===== config.mk =====
export PLATFORM = sky130hd
export DESIGN_NAME = lsm_top
export DESIGN_NICKNAME = d
export VERILOG_FILES = /design/src/logic/lsm_pkg.sv /design/src/logic/lsm_top.sv
export SDC_FILE = /design/constraint.sdc
export NUM_CORES = 2
export LEC_CHECK = 0
export BUFFER_PORTS_ARGS = -buffer_cell sky130_fd_sc_hd__buf_2
export CELL_PAD_IN_SITES_DETAIL_PLACEMENT = 0
export CELL_PAD_IN_SITES_GLOBAL_PLACEMENT = 1
export CORE_UTILIZATION = 44
export DETAILED_ROUTE_END_ITERATION = 6
export PLACE_DENSITY = 0.89
export SYNTH_ARGS = -nofsm -noshare
export SYNTH_HDL_FRONTEND = slang
export SYNTH_SLANG_ARGS = --single-unit

===== constraint.sdc =====
create_clock -name REF_CLK -period 107.6 [get_ports REF_CLK]
set_clock_uncertainty 0.1 [all_clocks]
set_input_delay 5.38 -clock REF_CLK [delete_from_list [all_inputs] [get_ports REF_CLK]]
set_output_delay 5.38 -clock REF_CLK [all_outputs]
set_load 0.02 [all_outputs]

===== src/logic/lsm_pkg.sv =====
package lsm_pkg;

   // station status codes as seen by software
   typedef enum logic [1:0] {
      LSM_PENDING = 2'b00,
      LSM_LEADER = 2'b01,
      LSM_FOLLOWER = 2'b10,
      LSM_CLASH = 2'b11
   } lsm_status_t;

   // one channel's figures in watts, reported once per mains period
   typedef struct packed {
      logic [31:0] installed;
      logic [31:0] demand;
      logic [31:0] delivered;
   } lsm_chan_t;

   // one event received from the shared link
   typedef struct packed {
      logic announce;
      logic [5:0] addr;
      logic firing;
      logic insert;
   } lsm_link_rx_t;

   // register byte offsets
   localparam logic [7:0] LSM_OFS_CTRL = 8'h00;
   localparam logic [7:0] LSM_OFS_PERIOD = 8'h04;
   localparam logic [7:0] LSM_OFS_SHED = 8'h08;
   localparam logic [7:0] LSM_OFS_STATUS = 8'h0c;
   localparam logic [7:0] LSM_OFS_CHANS = 8'h10;
   localparam logic [7:0] LSM_OFS_INSTALLED = 8'h14;
   localparam logic [7:0] LSM_OFS_DEMANDED = 8'h18;
   localparam logic [7:0] LSM_OFS_DELIVERED = 8'h1c;
   localparam logic [7:0] LSM_OFS_EFFIC = 8'h20;
   localparam logic [7:0] LSM_OFS_LEADER = 8'h24;

   // field positions
   localparam int LSM_CTRL_RESTART_BIT = 8;
   localparam int LSM_STATUS_ALARM_BIT = 2;

   // limits and reset values
   localparam logic [5:0] LSM_ADDR_RST = 6'h00;
   localparam logic [15:0] LSM_PERIOD_MIN = 16'h0032;
   localparam logic [15:0] LSM_PERIOD_MAX = 16'h03e8;
   localparam logic [15:0] LSM_PERIOD_RST = 16'h0032;
   localparam logic [31:0] LSM_SHED_RST = 32'h004c4b40;
   localparam logic [6:0] LSM_CHAN_MAX = 7'h40;
   localparam logic [6:0] LSM_LOWEST_NONE = 7'h40;

   // timing
   localparam longint LSM_CLK_HZ = 64'd40_000_000;
   localparam longint LSM_TIMEOUT_MS = 64'd100;
   localparam longint LSM_TIMEOUT_CYC = (LSM_TIMEOUT_MS * LSM_CLK_HZ) / 64'd1000;
   localparam logic [11:0] LSM_ELECT_WINDOW_CYC = 12'h400;

endpackage


===== src/logic/lsm_top.sv =====
// Our own choices: the APB interface to the registers and the register addresses.
`timescale 1ns/1ps
`default_nettype none

module lsm_top #(
   parameter int unsigned TIMEOUT_CYCLES = 32'(lsm_pkg::LSM_TIMEOUT_CYC)
) (
   input wire logic REF_CLK,
   input wire logic RSTN,
   input wire logic PSEL,
   input wire logic PENABLE,
   input wire logic PWRITE,
   input wire logic [7:0] PADDR,
   input wire logic [31:0] PWDATA,
   output logic [31:0] PRDATA,
   output logic PREADY,
   output logic PSLVERR,
   input wire logic MAINS_TICK,
   input wire logic CHAN_VALID,
   input wire lsm_pkg::lsm_chan_t CHAN_DATA,
   input wire lsm_pkg::lsm_link_rx_t LINK_RX,
   output logic LINK_TX_ANNOUNCE,
   output logic [5:0] LINK_TX_ADDR,
   output logic LINK_TX_FIRING,
   output logic [15:0] LINK_TX_PERIOD,
   output logic ALARM_OVER_LIMIT
);
   import lsm_pkg::*;

   logic [5:0] addr_reg;
   logic [15:0] period_reg;
   logic [31:0] shed_reg;
   lsm_status_t status_reg;
   logic [5:0] leader_reg;
   logic [11:0] elect_cnt_reg;
   logic [6:0] lowest_reg;
   logic clash_reg;
   logic [31:0] timeout_cnt_reg;
   logic announce_reg;
   logic [6:0] chan_cnt_reg;
   logic [31:0] inst_acc_reg, dem_acc_reg, del_acc_reg;
   logic [31:0] peak_high_reg, peak_low_reg;
   logic [15:0] mains_cnt_reg;
   logic [6:0] chans_reg;
   logic [31:0] installed_reg, demanded_reg, delivered_reg;
   logic [7:0] effic_reg;
   logic [31:0] prdata_reg;
   logic firing_reg;

   logic wr_en, rd_en, restart_req, timeout_hit, trigger, elect_done, period_end;
   logic [31:0] spread;
   logic [39:0] eff_num;
   logic [39:0] eff_next;

   ////////////////////////////////////////////////////////////////////////////
   // apb slave: zero wait states, unmapped offsets answer with pslverr
   assign wr_en = PSEL && PENABLE && PWRITE;
   assign rd_en = PSEL && !PENABLE && !PWRITE; // setup phase, so data stands at the ready edge
   assign PREADY = 1'b1;
   assign PRDATA = prdata_reg;
   assign restart_req = wr_en && (PADDR == LSM_OFS_CTRL) && PWDATA[LSM_CTRL_RESTART_BIT];
   assign PSLVERR = PSEL && PENABLE && (PADDR > LSM_OFS_LEADER || PADDR[1:0] != 2'b00);

   always_ff @(posedge REF_CLK) begin
      if (!RSTN) begin
         addr_reg <= LSM_ADDR_RST;
         period_reg <= LSM_PERIOD_RST;
         shed_reg <= LSM_SHED_RST;
      end else if (wr_en) begin
         if (PADDR == LSM_OFS_CTRL) begin
            addr_reg <= PWDATA[5:0];
         end else if (PADDR == LSM_OFS_PERIOD) begin
            // out-of-range periods are clamped rather than refused
            if (PWDATA[15:0] < LSM_PERIOD_MIN) begin
               period_reg <= LSM_PERIOD_MIN;
            end else if (PWDATA[15:0] > LSM_PERIOD_MAX) begin
               period_reg <= LSM_PERIOD_MAX;
            end else begin
               period_reg <= PWDATA[15:0];
            end
         end else if (PADDR == LSM_OFS_SHED) begin
            shed_reg <= PWDATA;
         end
      end
   end

   always_ff @(posedge REF_CLK) begin
      if (!RSTN) begin
         prdata_reg <= 32'h0;
      end else if (rd_en) begin
         if (PADDR == LSM_OFS_CTRL) begin
            prdata_reg <= {26'h0, addr_reg};
         end else if (PADDR == LSM_OFS_PERIOD) begin
            prdata_reg <= {16'h0, period_reg};
         end else if (PADDR == LSM_OFS_SHED) begin
            prdata_reg <= shed_reg;
         end else if (PADDR == LSM_OFS_STATUS) begin
            prdata_reg <= {29'h0, ALARM_OVER_LIMIT, status_reg};
         end else if (PADDR == LSM_OFS_CHANS) begin
            prdata_reg <= {25'h0, chans_reg};
         end else if (PADDR == LSM_OFS_INSTALLED) begin
            prdata_reg <= installed_reg;
         end else if (PADDR == LSM_OFS_DEMANDED) begin
            prdata_reg <= demanded_reg;
         end else if (PADDR == LSM_OFS_DELIVERED) begin
            prdata_reg <= delivered_reg;
         end else if (PADDR == LSM_OFS_EFFIC) begin
            prdata_reg <= {24'h0, effic_reg};
         end else if (PADDR == LSM_OFS_LEADER) begin
            prdata_reg <= {26'h0, leader_reg};
         end else begin
            prdata_reg <= 32'h0;
         end
      end
   end

   ////////////////////////////////////////////////////////////////////////////
   // election
   // a peer announcing outside an election means it was just inserted or restarted
   assign trigger = restart_req || timeout_hit || LINK_RX.insert ||
                    (LINK_RX.announce && elect_cnt_reg == 12'h0 && status_reg != LSM_PENDING);
   assign elect_done = (elect_cnt_reg == 12'h001) && !trigger;
   always_ff @(posedge REF_CLK) begin
      if (!RSTN) begin
         status_reg <= LSM_PENDING;
         elect_cnt_reg <= LSM_ELECT_WINDOW_CYC;
         lowest_reg <= LSM_LOWEST_NONE;
         clash_reg <= 1'b0;
         leader_reg <= 6'h00;
         announce_reg <= 1'b1;
      end else if (trigger) begin
         status_reg <= LSM_PENDING;
         elect_cnt_reg <= LSM_ELECT_WINDOW_CYC;
         // an announce that starts or meets a restart still counts as a vote in it
         lowest_reg <= (LINK_RX.announce && LINK_RX.addr != 6'h00) ? {1'b0, LINK_RX.addr} :
                       LSM_LOWEST_NONE;
         clash_reg <= LINK_RX.announce && LINK_RX.addr != 6'h00 && LINK_RX.addr == addr_reg;
         announce_reg <= 1'b1;
      end else begin
         announce_reg <= 1'b0;
         if (elect_cnt_reg != 12'h0) begin
            elect_cnt_reg <= elect_cnt_reg - 12'h001;
         end
         if (elect_cnt_reg != 12'h0 && LINK_RX.announce && LINK_RX.addr != 6'h00) begin
            if (LINK_RX.addr == addr_reg) begin
               clash_reg <= 1'b1;
            end
            if ({1'b0, LINK_RX.addr} < lowest_reg) begin
               lowest_reg <= {1'b0, LINK_RX.addr};
            end
         end
         if (elect_done) begin
            if (addr_reg == 6'h00) begin
               status_reg <= LSM_PENDING;
            end else if (clash_reg || (LINK_RX.announce && LINK_RX.addr == addr_reg)) begin
               status_reg <= LSM_CLASH;
            end else if ({1'b0, addr_reg} < lowest_reg) begin
               status_reg <= LSM_LEADER;
               leader_reg <= addr_reg;
            end else begin
               status_reg <= LSM_FOLLOWER;
               leader_reg <= lowest_reg[5:0];
            end
         end
      end
   end

   assign LINK_TX_ANNOUNCE = announce_reg && addr_reg != 6'h00;
   assign LINK_TX_ADDR = addr_reg;

   // the leader is its own source of firing demands, so it never times out; followers, pending and clash stations with an address do
   always_ff @(posedge REF_CLK) begin
      if (!RSTN) begin
         timeout_cnt_reg <= 32'h0;
      end else if (LINK_RX.firing || status_reg == LSM_LEADER || addr_reg == 6'h00 ||
                   trigger) begin
         timeout_cnt_reg <= 32'h0;
      end else begin
         timeout_cnt_reg <= timeout_cnt_reg + 32'h1;
      end
   end

   assign timeout_hit = (timeout_cnt_reg == TIMEOUT_CYCLES - 32'h1);

   ////////////////////////////////////////////////////////////////////////////
   // modulation period and firing demand

   assign period_end = MAINS_TICK && (mains_cnt_reg >= period_reg - 16'h0001);

   always_ff @(posedge REF_CLK) begin
      if (!RSTN) begin
         mains_cnt_reg <= 16'h0;
      end else if (period_end) begin
         mains_cnt_reg <= 16'h0;
      end else if (MAINS_TICK) begin
         mains_cnt_reg <= mains_cnt_reg + 16'h0001;
      end
   end

   always_ff @(posedge REF_CLK) begin
      if (!RSTN) begin
         firing_reg <= 1'b0;
      end else begin
         firing_reg <= MAINS_TICK && status_reg == LSM_LEADER;
      end
   end

   assign LINK_TX_FIRING = firing_reg;
   assign LINK_TX_PERIOD = period_reg;

   ////////////////////////////////////////////////////////////////////////////
   // power totals, accumulated over each mains period

   always_ff @(posedge REF_CLK) begin
      if (!RSTN || MAINS_TICK) begin
         chan_cnt_reg <= 7'h0;
         inst_acc_reg <= 32'h0;
         dem_acc_reg <= 32'h0;
         del_acc_reg <= 32'h0;
      end else if (CHAN_VALID && chan_cnt_reg < LSM_CHAN_MAX) begin
         chan_cnt_reg <= chan_cnt_reg + 7'h01;
         inst_acc_reg <= inst_acc_reg + CHAN_DATA.installed;
         dem_acc_reg <= dem_acc_reg + CHAN_DATA.demand;
         del_acc_reg <= del_acc_reg + CHAN_DATA.delivered;
      end
   end

   // peaks of total demand per mains period, restarted every modulation period
   always_ff @(posedge REF_CLK) begin
      if (!RSTN) begin
         peak_high_reg <= 32'h0;
         peak_low_reg <= 32'hffffffff;
      end else if (period_end) begin
         peak_high_reg <= 32'h0;
         peak_low_reg <= 32'hffffffff;
      end else if (MAINS_TICK) begin
         if (dem_acc_reg > peak_high_reg) begin
            peak_high_reg <= dem_acc_reg;
         end
         if (dem_acc_reg < peak_low_reg) begin
            peak_low_reg <= dem_acc_reg;
         end
      end
   end

   always_comb begin
      spread = (dem_acc_reg > peak_high_reg ? dem_acc_reg : peak_high_reg) -
               (dem_acc_reg < peak_low_reg ? dem_acc_reg : peak_low_reg);
      eff_num = (spread > inst_acc_reg) ? 40'h0 :
                40'(inst_acc_reg - spread) * 40'd100;
      eff_next = (inst_acc_reg == 32'h0) ? 40'h0 : eff_num / {8'h0, inst_acc_reg};
   end

   always_ff @(posedge REF_CLK) begin
      if (!RSTN) begin
         chans_reg <= 7'h0;
         installed_reg <= 32'h0;
         demanded_reg <= 32'h0;
         delivered_reg <= 32'h0;
         effic_reg <= 8'h0;
      end else if (period_end) begin
         chans_reg <= chan_cnt_reg;
         installed_reg <= inst_acc_reg;
         demanded_reg <= dem_acc_reg;
         delivered_reg <= del_acc_reg;
         effic_reg <= eff_next[7:0];
      end
   end

   // combinational so the alarm drops the moment leadership is lost
   assign ALARM_OVER_LIMIT = (status_reg == LSM_LEADER) && (delivered_reg > shed_reg);

   ////////////////////////////////////////////////////////////////////////////
   // checks
   localparam int win_c = 1025; // election window plus the cycle that resolves it
   logic rst_q;
   always_ff @(posedge REF_CLK) begin
      rst_q <= !RSTN;
   end
   property p_alarm_leader_only;
      @(posedge REF_CLK) disable iff (!RSTN)
      ALARM_OVER_LIMIT |-> status_reg == LSM_LEADER && delivered_reg > shed_reg;
   endproperty
   a_alarm_leader_only: assert property (p_alarm_leader_only) else $error("alarm off leader");
   property p_alarm_raise;
      @(posedge REF_CLK) disable iff (!RSTN)
      (status_reg == LSM_LEADER && delivered_reg > shed_reg) |-> ALARM_OVER_LIMIT;
   endproperty
   a_alarm_raise: assert property (p_alarm_raise) else $error("alarm missing");
   property p_trigger_pending;
      @(posedge REF_CLK) disable iff (!RSTN)
      trigger |=> status_reg == LSM_PENDING && elect_cnt_reg == LSM_ELECT_WINDOW_CYC;
   endproperty
   a_trigger_pending: assert property (p_trigger_pending) else $error("no restart");
   property p_insert_elect;
      @(posedge REF_CLK) disable iff (!RSTN)
      LINK_RX.insert |=> LINK_TX_ANNOUNCE || addr_reg == 6'h00;
   endproperty
   a_insert_elect: assert property (p_insert_elect) else $error("insert ignored");
   property p_resolve_bound;
      @(posedge REF_CLK) disable iff (!RSTN)
      (trigger ##1 !trigger [*1]) |-> ##[0:win_c] (status_reg != LSM_PENDING || trigger ||
                                                   addr_reg == 6'h00 || elect_cnt_reg == 12'h0);
   endproperty
   a_resolve_bound: assert property (p_resolve_bound) else $error("election stuck");
   property p_leader_addr;
      @(posedge REF_CLK) disable iff (!RSTN)
      $rose(status_reg == LSM_LEADER) |-> leader_reg == addr_reg && addr_reg != 6'h00;
   endproperty
   a_leader_addr: assert property (p_leader_addr) else $error("leader address wrong");
   property p_follower_addr;
      @(posedge REF_CLK) disable iff (!RSTN)
      $rose(status_reg == LSM_FOLLOWER) |-> leader_reg < addr_reg;
   endproperty
   a_follower_addr: assert property (p_follower_addr) else $error("follower not higher");
   property p_zero_addr;
      @(posedge REF_CLK) disable iff (!RSTN)
      (addr_reg == 6'h00 && $past(addr_reg) == 6'h00) |-> status_reg == LSM_PENDING ||
                                                        status_reg == $past(status_reg);
   endproperty
   a_zero_addr: assert property (p_zero_addr) else $error("zero address elected");
   property p_timeout;
      @(posedge REF_CLK) disable iff (!RSTN)
      timeout_hit |=> status_reg == LSM_PENDING && timeout_cnt_reg == 32'h0;
   endproperty
   a_timeout: assert property (p_timeout) else $error("timeout no election");
   property p_totals_hold;
      @(posedge REF_CLK) disable iff (!RSTN)
      !$past(period_end) && !rst_q |-> $stable(effic_reg) && $stable(delivered_reg);
   endproperty
   a_totals_hold: assert property (p_totals_hold) else $error("totals moved");
   property p_effic_range;
      @(posedge REF_CLK) disable iff (!RSTN)
      effic_reg <= 8'h64 && chans_reg <= LSM_CHAN_MAX;
   endproperty
   a_effic_range: assert property (p_effic_range) else $error("efficiency or count out of range");
   c_leader: cover property (@(posedge REF_CLK) disable iff (!RSTN) $rose(status_reg == LSM_LEADER));
   c_follower: cover property (@(posedge REF_CLK) disable iff (!RSTN)
                               $rose(status_reg == LSM_FOLLOWER));
   c_clash: cover property (@(posedge REF_CLK) disable iff (!RSTN) $rose(status_reg == LSM_CLASH));
   c_alarm: cover property (@(posedge REF_CLK) disable iff (!RSTN) $rose(ALARM_OVER_LIMIT));
endmodule

`default_nettype wire


==> results.json <==
{
  "netlist_top_cells_count": "ha_1, nor2_1, nand2_1",
  "whs_endpoint": "timeout_cnt_reg[0]",
  "globalRoute.totalOverflow": 0,
  "rsz0062_at_grt": "yes",
  "fin_util": 0.5289,
  "clkSinkCount": 442,
  "dr.pass1.iters": 7,
  "rows": 149,
  "fin_area_um2": 87260,
  "maxCapViolCount": 0,
  "rr_startpoint": "dem_acc_reg[1]",
  "synth_ff_type": "dfxtp_1",
  "cts-root-buf": "clkbuf_16",
  "coreArea_um2": 165000,
  "worst_slew_pin_slew_ns": 1.225,
  "hp-class": "register to register",
  "critPathMaxFanout": 15,
  "synthTopCellsByArea": "ha_1, dfxtp_1, a21oi_1",
  "fmaxAchievable_ghz": 0.009498,
  "area_growth_pct": 19.31,
  "slew_headroom": 0.1831,
  "hpwl_mm": 211.9,
  "numCtsBuffers": 42,
  "yosysMostFrequentCell": "ha_1",
  "status": "finished, violations left",
  "htree_levels": 2,
  "top_usage_layer": "met2",
  "async_reset_ff_frac": 0,
  "cts.clk_slew.worst_paths_ns": 0.06,
  "slew_violations": 0,
  "wl_per_cell_um": 21.57,
  "grt.total_usage": 0.3045,
  "place_area_um2": 80460,
  "whs_ns": 0.3792,
  "finalHoldViolations": 0,
  "filler_cell_count": 15430,
  "hold_start": "timeout_cnt_reg[0]",
  "fp.dieArea_um2": 167900,
  "drive_gt1_frac": 0.1874,
  "place.gp.congestion": 1.023,
  "setup-violations-final": 0,
  "ys_ff_latch": 442,
  "cp.required_ns": 107.98,
  "r2r_cells": 543,
  "layout_min_cycle_time_ns": 105.29,
  "crit_path_top_delay_cell": "or4_4",
  "drtAntennaViolNets": 0,
  "grt_max_degree": 137,
  "initial_core_util": 0.4433,
  "crit_type": "register to register",
  "ctsHoldBuffers": 0,
  "slowest_delay_ns": 0.59,
  "die_width_um": 409.7,
  "via_per_inst": 6.191,
  "synthCells": 9913,
  "yosysSeqAreaShare": 0.1210,
  "end_kind": "register",
  "rrSetupSlack_ns": 2.31,
  "cts_tree": "done",
  "first_global_vias": 73740,
  "grtUsageMet3": 0.04477,
  "syn_avg_cell_area_um2": 7.378,
  "antenna_found_initial": 9,
  "drtIter0Drc": 7458,
  "crit_top_cell": "a21oi_2",
  "synth_top_area_cell": "ha_1",
  "use_met2": 0.4862,
  "synth.distinct_cells": 110,
  "syn_nets": 11260,
  "yosys_warnings": 0,
  "via_count": 79660,
  "syn_area_um2": 73140,
  "io_pins": 211,
  "r2r_end": "effic_reg[0]",
  "synth_edf_count": 0,
  "clkLatencyLatePin_ns": 0.62,
  "wl_mm": 277.6,
  "globalRouteMet1Util": 0.3992,
  "port_buffers": 209,
  "violations": "DRC",
  "hold_path_depth": 1,
  "die_h_um": 409.7,
  "drc_errors": 5,
  "grt_pass1_wl_mm": 412.2,
  "dp.cells": 12530,
  "cp_data_arrival_time_ns": 105.66,
  "clock_path_buffers": 3,
  "nets": 12000,
  "fin_crit_sh": 0.9785,
  "instances_no_fill": 12870,
  "start_kind": "register",
  "synth_top_area_share": 0.1984
}
## worst max path at each step
stage	from	end	slack, ns	cells after the start
final	dem_acc_reg[1]	effic_reg[0]	2.31	543
after global routing	peak_low_reg[1]	effic_reg[0]	-2.12	553
after global placement	dem_acc_reg[1]	effic_reg[0]	-2.15	527
after detailed placement	dem_acc_reg[1]	effic_reg[0]	-4.50	528
after floorplan	dem_acc_reg[1]	effic_reg[0]	0.002	573
after CTS	dem_acc_reg[1]	effic_reg[0]	0.002	540
## layer usage
metal	vias to the layer above	wire length, um
met1	37540	115300
met5	-	0
met4	0	16590
met2	3679	121100
li1	37550	-
met3	886	24490
## layout make-up
type | instances | area [um2] | share of cell area
Clock buffer | 56 | 1174 | 0.01345
Multi-Input combinational cell | 8622 | 64830 | 0.7429
Inverter | 553 | 2078 | 0.02382
Tap cell | 2189 | 2739 | 0.03139
Clock inverter | 13 | 254.0 | 0.002911
Antenna cell | 7 | 17.52 | 0.0002007
Sequential cell | 442 | 8850 | 0.1014
Timing Repair Buffer | 985 | 7322 | 0.08391
## cells by family (layout without fill, tap and decap cells)
kind of cell	count (synthesis)	count (layout)	synth area share
adders and majority gates	1201	1201	0.2093
AOI/OAI and AO/OA	2890	2892	0.2559
and+or+nand+nor	3411	3412	0.2229
muxes	448	448	0.06646
buffers and inverters	852	1607	0.04443
DFF	442	442	0.1210
xor gates and xnor gates	668	668	0.07999
other	1	8	0.00005127
## per-stage QoR
step	TNS [ns]	setup slack, ns
finish	0	2.314
CTS	0	0.002252
floorplan	0	0.001840
detailed placement	-6.753	-4.499
global placement	-2.179	-2.151
global route	-2.118	-2.118
## cell usage in the layout (no fill, tap or decap), types with 248 or more instances in the layout
cell type	n
nor3_1	248
o21ai_0	538
nand2_1	919
inv_1	534
ha_1	1107
dfxtp_1	441
xor2_1	251
a21oi_1	697
nor2_1	903
nor2b_1	258
buf_4	722
xnor2_1	411
a21o_1	281
## worst max-delay path: cells and delay by family, from the launching register on
family                   cells  cell delay [ns]
AO/OA/AOI/OAI              315            61.23
AND/OR/NAND/NOR            114            17.55
adder cells (fa/ha/maj)     48            13.89
buffers and inverters       51             7.73
multiplexers                12             3.58
XOR/XNOR                     3             0.43
flip-flops                   1             0.32
## what timing repair did
item	CTS	global route
gates cloned	1	13
pin swaps	47	333
hold endpoints to repair	0	0
endpoints found under the setup margin	2	3
resized for setup	128	568
setup buffers	43	203
Power is not shown: default switching activity piles up to over one toggle a cycle in this logic, so the estimate is an artifact.
